<file path="src/rtl/scirq_params.svh">
// Register offsets, field positions, reset values and widths of the
// system-control interrupt status and reset-cause block.
// Assumes a 32-bit AXI4-Lite register bus and byte addressing.
//
// What this block does
// [RQ1] Masked flag equals raw flag AND mask.
// [RQ2] Write one clears masked and raw flag.
// [RQ3] Bit 6: PLL ready timer expiry, masked.
// [RQ4] Bit 5: regulator current-limit event, masked.
// [RQ5] Bit 4: internal oscillator fault, masked.
// [RQ6] Bit 3: main oscillator fault, masked.
// [RQ7] Bit 2: regulator output unregulated, masked.
// [RQ8] Bit 1: brown-out, needs mask and interrupt select.
// [RQ9] Bit 0: PLL stopped oscillating, masked.
// [RQ10] Upper unused bits undefined; software leaves them.
// [RQ11] Reset-cause value reflects the causing reset sources.
// [RQ12] Pin reset sets bit 0, clears others.
// [RQ13] Other sources set their bit, accumulate.
// [RQ14] Bit 5: regulator power-good loss reset.
// [RQ15] Bit 4: software requested reset.
// [RQ16] Bit 3: watchdog reset.
// [RQ17] Bit 2: brown-out reset.
// [RQ18] Bit 1: power-on reset.
// [RQ19] Mask register at 0x054, enables reset zero.
// [RQ20] Interrupt while any masked flag set.
// [RQ21] Software writes update reset-cause bits directly.
`ifndef SCIRQ_PARAMS_SVH
`define SCIRQ_PARAMS_SVH

`define SCIRQ_OFF_BOR_CTRL 12'h030
`define SCIRQ_OFF_RAW 12'h050
`define SCIRQ_OFF_MASK 12'h054
`define SCIRQ_OFF_MISC 12'h058
`define SCIRQ_OFF_CAUSE 12'h05C

`define SCIRQ_EVT_W 7
`define SCIRQ_CAUSE_W 6
`define SCIRQ_BOR_BIT 1
`define SCIRQ_BOR_SEL_BIT 1
`define SCIRQ_PIN_BIT 0
`define SCIRQ_POR_BIT 1

`define SCIRQ_EVT_RST 7'h00
`define SCIRQ_CAUSE_PIN 6'h01
`define SCIRQ_RESP_OKAY 2'h0
`define SCIRQ_RESP_DECERR 2'h3
`define SCIRQ_WORD_ZERO 32'h00000000

`endif

</file>
<file path="src/rtl/scirq_pkg.sv">
// Types shared by the system-control interrupt status block.
// Assumes AXI4-Lite with 32-bit data and a 12-bit byte address.
package scirq_pkg;

  // Fault and event flags, in status bit order 6 down to 0.
  typedef struct packed {
    logic pll_lock;
    logic current_limit;
    logic internal_osc_fault;
    logic main_osc_fault;
    logic regulator_loss;
    logic brownout;
    logic pll_fault;
  } scirq_evt_t;

  // Reset source indications, in cause bit order 5 down to 0.
  typedef struct packed {
    logic regulator_loss_reset_cause;
    logic software_reset_cause;
    logic watchdog_reset_cause;
    logic brownout_reset_cause;
    logic power_on_reset_cause;
    logic pin_reset_cause;
  } scirq_rst_src_t;

  typedef struct packed {
    logic awvalid;
    logic [11:0] awaddr;
    logic wvalid;
    logic [31:0] wdata;
    logic [3:0] wstrb;
    logic bready;
    logic arvalid;
    logic [11:0] araddr;
    logic rready;
  } scirq_axil_req_t;

  typedef struct packed {
    logic awready;
    logic wready;
    logic bvalid;
    logic [1:0] bresp;
    logic arready;
    logic rvalid;
    logic [31:0] rdata;
    logic [1:0] rresp;
  } scirq_axil_rsp_t;

  // Register selected by an address.
  typedef enum logic [4:0] {
    SCIRQ_SEL_NONE = 5'h00,
    SCIRQ_SEL_BOR = 5'h01,
    SCIRQ_SEL_RAW = 5'h02,
    SCIRQ_SEL_MASK = 5'h04,
    SCIRQ_SEL_MISC = 5'h08,
    SCIRQ_SEL_CAUSE = 5'h10
  } scirq_sel_t;

endpackage : scirq_pkg

</file>
<file path="src/rtl/scirq_top.sv">
// System-control interrupt status/clear and reset-cause registers.
// Assumes event flags and reset sources are synchronous to core_clk and
// that the reset controller holds the reset sources until after rst_b rises.
//
// Added by the designer: the AXI4-Lite register port.
`timescale 1ns/100ps
`include "scirq_params.svh"

module scirq_top #(
  parameter int ADDR_W = 12
) (
  // Clock and reset
  input wire logic core_clk,
  input wire logic rst_b,
  // Register bus
  input wire scirq_pkg::scirq_axil_req_t axil_req,
  output scirq_pkg::scirq_axil_rsp_t axil_rsp,
  // Fault and event flags
  input wire scirq_pkg::scirq_evt_t evt_flags,
  // Reset sources of the reset that just ended
  input wire scirq_pkg::scirq_rst_src_t rst_src,
  // Interrupt to the processor
  output logic sysctl_irq
);
  import scirq_pkg::*;

  // The bus and flag widths are fixed by the package types; refuse any other build.
  if (ADDR_W != 12) begin : g_bad_addr_w
    $error("scirq_top serves a 12-bit register address only");
  end
  if ($bits(scirq_evt_t) != `SCIRQ_EVT_W) begin : g_bad_evt_w
    $error("event flag width does not match the status register");
  end
  if ($bits(scirq_rst_src_t) != `SCIRQ_CAUSE_W) begin : g_bad_cause_w
    $error("reset source width does not match the cause register");
  end

  // A register write strobe: the write is performed, hits the register and carries lane 0.
  function automatic logic wr_hit(input logic do_wr, input scirq_sel_t at,
                                  input scirq_sel_t sel, input logic lane);
    wr_hit = do_wr && (at == sel) && lane;
  endfunction : wr_hit

  function automatic scirq_sel_t decode(input logic [11:0] addr);
    if (addr == `SCIRQ_OFF_BOR_CTRL) begin
      decode = SCIRQ_SEL_BOR;
    end else if (addr == `SCIRQ_OFF_RAW) begin
      decode = SCIRQ_SEL_RAW;
    end else if (addr == `SCIRQ_OFF_MASK) begin
      decode = SCIRQ_SEL_MASK;
    end else if (addr == `SCIRQ_OFF_MISC) begin
      decode = SCIRQ_SEL_MISC;
    end else if (addr == `SCIRQ_OFF_CAUSE) begin
      decode = SCIRQ_SEL_CAUSE;
    end else begin
      decode = SCIRQ_SEL_NONE;
    end
  endfunction : decode

  // Write and read channel state.
  logic aw_got_ff;
  logic [11:0] awaddr_ff;
  logic w_got_ff;
  logic [31:0] wdata_ff;
  logic [3:0] wstrb_ff;
  logic bvalid_ff;
  logic [1:0] bresp_ff;
  logic arvalid_ok;
  logic rvalid_ff;
  logic [31:0] rdata_ff;
  logic [1:0] rresp_ff;

  logic aw_take;
  logic w_take;
  logic wr_do;
  scirq_sel_t wr_sel;
  logic lane0;

  assign aw_take = axil_req.awvalid && !aw_got_ff && !bvalid_ff;
  assign w_take = axil_req.wvalid && !w_got_ff && !bvalid_ff;
  assign wr_do = aw_got_ff && w_got_ff && !bvalid_ff;
  assign wr_sel = decode(awaddr_ff);
  assign lane0 = wstrb_ff[0];

  always_ff @(posedge core_clk or negedge rst_b) begin
    if (!rst_b) begin
      aw_got_ff <= 1'b0;
      awaddr_ff <= 12'h000;
    end else if (aw_take) begin
      aw_got_ff <= 1'b1;
      awaddr_ff <= axil_req.awaddr;
    end else if (wr_do) begin
      aw_got_ff <= 1'b0;
    end
  end

  always_ff @(posedge core_clk or negedge rst_b) begin
    if (!rst_b) begin
      w_got_ff <= 1'b0;
      wdata_ff <= `SCIRQ_WORD_ZERO;
      wstrb_ff <= 4'h0;
    end else if (w_take) begin
      w_got_ff <= 1'b1;
      wdata_ff <= axil_req.wdata;
      wstrb_ff <= axil_req.wstrb;
    end else if (wr_do) begin
      w_got_ff <= 1'b0;
    end
  end

  always_ff @(posedge core_clk or negedge rst_b) begin
    if (!rst_b) begin
      bvalid_ff <= 1'b0;
      bresp_ff <= `SCIRQ_RESP_OKAY;
    end else if (wr_do) begin
      bvalid_ff <= 1'b1;
      bresp_ff <= (wr_sel == SCIRQ_SEL_NONE) ? `SCIRQ_RESP_DECERR : `SCIRQ_RESP_OKAY;
    end else if (axil_req.bready) begin
      bvalid_ff <= 1'b0;
    end
  end

  // Control and status state.
  logic [`SCIRQ_EVT_W-1:0] raw_irq_status_ff;
  logic [`SCIRQ_EVT_W-1:0] irq_mask_control_ff;
  logic brownout_irq_or_reset_select_ff;
  logic [`SCIRQ_CAUSE_W-1:0] reset_cause_log_ff;
  logic cause_done_ff;
  logic [`SCIRQ_EVT_W-1:0] masked_irq_status_clear;
  logic [`SCIRQ_EVT_W-1:0] clr_bits;
  logic [`SCIRQ_EVT_W-1:0] nxt_raw;
  logic sysctl_irq_ff;

  // Each masked bit is raw AND mask; brown-out also needs the interrupt select.
  always_comb begin
    masked_irq_status_clear = raw_irq_status_ff & irq_mask_control_ff; // see [RQ1]
    if (brownout_irq_or_reset_select_ff) begin
      masked_irq_status_clear[`SCIRQ_BOR_BIT] = 1'b0; // see [RQ8]
    end
  end

  // Ones written to the masked register clear the raw flag too; zeros do nothing.
  assign clr_bits = wr_hit(wr_do, wr_sel, SCIRQ_SEL_MISC, lane0) ?
                    wdata_ff[`SCIRQ_EVT_W-1:0] : `SCIRQ_EVT_RST; // see [RQ2] [RQ20]

  // A flag that rises in the cycle it is cleared stays set: set wins.
  assign nxt_raw = (raw_irq_status_ff & ~clr_bits) | evt_flags; // see [RQ3] [RQ4] [RQ5] [RQ6] [RQ7] [RQ9]

  always_ff @(posedge core_clk or negedge rst_b) begin
    if (!rst_b) begin
      raw_irq_status_ff <= `SCIRQ_EVT_RST;
    end else begin
      raw_irq_status_ff <= nxt_raw;
    end
  end

  always_ff @(posedge core_clk or negedge rst_b) begin
    if (!rst_b) begin
      irq_mask_control_ff <= `SCIRQ_EVT_RST; // see [RQ19]
    end else if (wr_hit(wr_do, wr_sel, SCIRQ_SEL_MASK, lane0)) begin
      irq_mask_control_ff <= wdata_ff[`SCIRQ_EVT_W-1:0]; // see [RQ19]
    end
  end

  always_ff @(posedge core_clk or negedge rst_b) begin
    if (!rst_b) begin
      brownout_irq_or_reset_select_ff <= 1'b0;
    end else if (wr_hit(wr_do, wr_sel, SCIRQ_SEL_BOR, lane0)) begin
      brownout_irq_or_reset_select_ff <= wdata_ff[`SCIRQ_BOR_SEL_BIT];
    end
  end

  always_ff @(posedge core_clk or negedge rst_b) begin
    if (!rst_b) begin
      sysctl_irq_ff <= 1'b0;
    end else begin
      sysctl_irq_ff <= |masked_irq_status_clear; // see [RQ20]
    end
  end

  assign sysctl_irq = sysctl_irq_ff;

  // The cause log must outlive rst_b, so it has no reset; it is captured at
  // the first edge after release, when the reset sources are still held.
  always_ff @(posedge core_clk or negedge rst_b) begin
    if (!rst_b) begin
      cause_done_ff <= 1'b0;
    end else begin
      cause_done_ff <= 1'b1;
    end
  end

  always_ff @(posedge core_clk) begin
    if (!cause_done_ff && rst_b) begin
      if (rst_src.pin_reset_cause) begin
        reset_cause_log_ff <= `SCIRQ_CAUSE_PIN; // see [RQ12] [RQ11]
      end else begin
        // Every source but the pin is sticky, power-on included.
        reset_cause_log_ff <= reset_cause_log_ff | rst_src; // see [RQ13] [RQ14] [RQ15] [RQ16] [RQ17] [RQ18]
      end
    end else if (wr_hit(wr_do, wr_sel, SCIRQ_SEL_CAUSE, lane0)) begin
      reset_cause_log_ff <= wdata_ff[`SCIRQ_CAUSE_W-1:0]; // see [RQ21]
    end
  end

  // Read channel; unused upper bits read as zero.
  scirq_sel_t rd_sel;
  logic [31:0] rd_word;

  assign rd_sel = decode(axil_req.araddr);
  assign arvalid_ok = axil_req.arvalid && !rvalid_ff;

  always_comb begin
    rd_word = `SCIRQ_WORD_ZERO; // see [RQ10]
    if (rd_sel == SCIRQ_SEL_BOR) begin
      rd_word[`SCIRQ_BOR_SEL_BIT] = brownout_irq_or_reset_select_ff;
    end else if (rd_sel == SCIRQ_SEL_RAW) begin
      rd_word[`SCIRQ_EVT_W-1:0] = raw_irq_status_ff;
    end else if (rd_sel == SCIRQ_SEL_MASK) begin
      rd_word[`SCIRQ_EVT_W-1:0] = irq_mask_control_ff;
    end else if (rd_sel == SCIRQ_SEL_MISC) begin
      rd_word[`SCIRQ_EVT_W-1:0] = masked_irq_status_clear;
    end else if (rd_sel == SCIRQ_SEL_CAUSE) begin
      rd_word[`SCIRQ_CAUSE_W-1:0] = reset_cause_log_ff; // see [RQ11]
    end
  end

  always_ff @(posedge core_clk or negedge rst_b) begin
    if (!rst_b) begin
      rvalid_ff <= 1'b0;
      rdata_ff <= `SCIRQ_WORD_ZERO;
      rresp_ff <= `SCIRQ_RESP_OKAY;
    end else if (arvalid_ok) begin
      rvalid_ff <= 1'b1;
      rdata_ff <= rd_word;
      rresp_ff <= (rd_sel == SCIRQ_SEL_NONE) ? `SCIRQ_RESP_DECERR : `SCIRQ_RESP_OKAY;
    end else if (axil_req.rready) begin
      rvalid_ff <= 1'b0;
    end
  end

  always_comb begin
    axil_rsp.awready = !aw_got_ff && !bvalid_ff;
    axil_rsp.wready = !w_got_ff && !bvalid_ff;
    axil_rsp.bvalid = bvalid_ff;
    axil_rsp.bresp = bresp_ff;
    axil_rsp.arready = !rvalid_ff;
    axil_rsp.rvalid = rvalid_ff;
    axil_rsp.rdata = rdata_ff;
    axil_rsp.rresp = rresp_ff;
  end

endmodule : scirq_top

</file>
<file path="config.mk">
export PLATFORM = sky130hd
export DESIGN_NAME = scirq_top
export DESIGN_NICKNAME = d
export VERILOG_FILES = /design/src/rtl/scirq_pkg.sv /design/src/rtl/scirq_top.sv
export VERILOG_INCLUDE_DIRS = /design/src /design/src/rtl
export SDC_FILE = /design/constraint.sdc
export NUM_CORES = 1
export LEC_CHECK = 0
export ABC_CLOCK_PERIOD_IN_PS = 2100
export BUFFER_PORTS_ARGS = -buffer_cell sky130_fd_sc_hd__clkbuf_2
export CORE_MARGIN = 2
export CORE_UTILIZATION = 30
export DETAILED_ROUTE_END_ITERATION = 7
export GPL_TIMING_DRIVEN = 0
export PLACE_DENSITY = 0.62
export SLEW_MARGIN = 20
export SYNTH_ARGS = -nofsm -noshare
export SYNTH_HDL_FRONTEND = slang
export SYNTH_SLANG_ARGS = --single-unit
</file>
<file path="constraint.sdc">
create_clock -name core_clk -period 2.1 [get_ports core_clk]
set_input_delay 0 -clock core_clk [delete_from_list [all_inputs] [get_ports core_clk]]
set_output_delay 0 -clock core_clk [all_outputs]
set_load 0.02 [all_outputs]
</file>
==> metrics.cfg <==
[min_path]
hold_depth = 3
min-delay-start = rst_src[2]
hold_end = reset_cause_log_ff[2]
hold_path_class = in -> reg

[timing]
drv_slew = 0
worst_slew_pin_slew_ns = 0.773
rsz0062_at_grt = no
final-setup-viol-count = 0
relSlewSlack = 0.484
fin_crit_ns = 1.97
post-route-period-util = 0.937
finalHoldViolCount = 0
worst_clock_skew_ns = 0.00549
final.setup.tns_ns = 0
max_freq_ghz = 0.508

[power]
cellPowerDensity_mw_per_mm2 = 810
p_leak_nw = 1.76
irDropWorstVdd_mv = 0.468

[clock_network]
clkTransAtPathRegs_ns = 0.10
clk_path_buf_depth = 2
cts_root_buf = clkbuf_8
cts_tree = yes
cts_max_level = 2
cts.sinks = 56
clock_latency_ns = 0.30
cts_buffers = 5

[critical_path]
path_class = reg -> reg
reg2reg_from = awaddr_ff[8]
arrival_ns = 2.16
r2r_setup_slack_ns = 0.13
r2r-end = irq_mask_control_ff[4]
start_kind = flip-flop
ff2ff_path_depth = 5
cp.required_ns = 2.29
critPathMaxFanout = 7
endpoint_kind = flip-flop

[status]
outcome = completed

[final_layout]
num-fill-cells = 884
n_antenna_cell = 0
synthToLayoutAreaGrowth_pct = 37.7
drive_gt1_frac = 0.385
final_cell_mix = clkbuf_2 (67), dfrtp_1 (50), buf_4 (32), dlygate4sd3_1 (32), conb_1 (26)
utilization = 0.419
layoutNonFillerInstCount = 490
final_common_cell = clkbuf_2
nets = 458

[synth]
yosysUniqueCellTypes = 41
synth_edf_count = 6
async_reset_ff_frac = 0.893
synthesis.area_mm2 = 0.00276
synthCells = 244
synth_flop_cell = dfrtp_1
synth-seq-cells = 56
yosys_warnings = 0
avgSynthCellArea_um2 = 11.3
yosysSeqAreaShare = 0.518

[grt]
grt_pass1_vias = 2177
antenna_found_initial = 0
grt_start_max_net_pins = 52
grt_pass1_wl_mm = 10.5
grt_overflow = 0
grt_usage = 0.131

[routing]
drc_errors = 0
drt_wl_total_mm = 6.11
vias = 2168
firstDrtPassIters = 4
ant_nets = 0
routedWlPerCell_um = 12.5
viasPerCell = 4.42
drt_iter0_drc = 88

[placed_design]
dp_cells = 447
hpwlAfterDp_mm = 4.52
port_buffers = 68
gp_congestion = 0.753

[run]
maxCapViolCount = 0

[floorplan]
start_util = 0.305
rows = 35
die_h_um = 99.9
fp.dieArea_mm2 = 0.00999
die_x_um = 99.9
pin_count = 122
coreArea_mm2 = 0.00906

## flip-flops by register name, summed over array words and instances, names as in the netlist, 6 cells and up
| signal | flops |
|---|---|
| raw_irq_status_ff | 7 |
| reset_cause_log_ff | 6 |
| wdata_ff | 7 |
| irq_mask_control_ff | 7 |
| rdata_ff | 7 |
| awaddr_ff | 12 |
## kinds of logic (layout without fill, tap and decap cells)
| kind of cell | count (synthesis) | after routing | synth area share |
|---|---|---|---|
| and+or+nand+nor | 78 | 78 | 0.158 |
| DFF | 56 | 56 | 0.518 |
| buffers and inverters | 41 | 152 | 0.0979 |
| AOI/OAI and AO/OA | 37 | 37 | 0.101 |
| muxes | 30 | 30 | 0.122 |
| other | 2 | 26 | 0.00272 |
## critical path, stage by stage (launching register included)
cell and delay, ns:
dfrtp_1 0.39, or4b_4 0.56, nor4_4 0.19, and4b_1 0.25, buf_6 0.16, mux2_4 0.31
## worst max path at each step
stage / endpoint / depth (start not counted) / from / slack (ns)
2_1_floorplan: irq_mask_control_ff[0] / 5 / awaddr_ff[7] / 0.06
3_3_place_gp: irq_mask_control_ff[4] / 5 / awaddr_ff[7] / -0.20
3_5_place_dp: irq_mask_control_ff[6] / 5 / awaddr_ff[7] / -0.21
4_1_cts: irq_mask_control_ff[5] / 5 / awaddr_ff[8] / -0.007
5_1_grt: irq_mask_control_ff[4] / 5 / awaddr_ff[8] / 0.02
6_report: irq_mask_control_ff[4] / 5 / awaddr_ff[8] / 0.13
## routing by layer
| layer | up-vias | share of wire | global-route usage |
|---|---|---|---|
| li1 | 1088 | - | - |
| met1 | 995 | 0.43 | 0.167 |
| met2 | 81 | 0.50 | 0.232 |
| met3 | 4 | 0.060 | 0.0279 |
| met4 | 0 | 0.0072 | 0.0263 |
| met5 | - | 0 | 0 |
## per-stage QoR
step / hold slack [ns] / setup WS (ns) / cell area [um^2] / total power (W)
finish: 0.0857 / 0.132 / 3800 / 0.00308
floorplan: -0.296 / 0.0558 / 2850 / 0.00217
global route: 0.0803 / 0.0163 / 3800 / 0.00331
global placement: 0.177 / -0.196 / 3330 / 0.00240
CTS: 0.0748 / -0.00711 / 3790 / 0.00311
detailed placement: 0.124 / -0.213 / 3330 / 0.00244
## power by group
part / switching (W) / leakage [nW] / total [W] / internal [W]
Sequential: 0.000235 / 0.657 / 0.00160 / 0.00136
Clock: 0.000339 / 0.0455 / 0.000609 / 0.000270
Combinational: 0.000398 / 1.06 / 0.000871 / 0.000473
## Yosys cell counts, types with 4 or more instances
cell type  count  area share
dfrtp_1       50        0.45
buf_4         29       0.079
mux2_2        29        0.12
nand2_1       18       0.024
nor2_1        13       0.018
nand3_1       12       0.022
a21o_1         8       0.022
clkbuf_1       7      0.0095
nor2b_1        7       0.016
edfxtp_1       6       0.065
o21ai_0        6       0.011
a32o_1         5       0.018
o221ai_1       5       0.016
o31ai_1        5       0.014
or2_2          5       0.011
nand4_1        4      0.0091
## layout make-up
cell class,instances,area (um^2),area share
buffer,38,259,0.0681
clock buffer,8,90.1,0.0237
inverter,3,11.3,0.00296
multi-input combinational,171,1180,0.312
sequential,56,1430,0.377
tap,111,139,0.0365
timing repair buffer,103,686,0.180
## timing repair
item	CTS	global route
pin swaps	3	1
buffers inserted	3	0
hold buffers	32	0
setup endpoints to repair	13	20
endpoints found under the hold margin	81	0
resized for setup	8	1
Power figures use the tool's default switching activity.
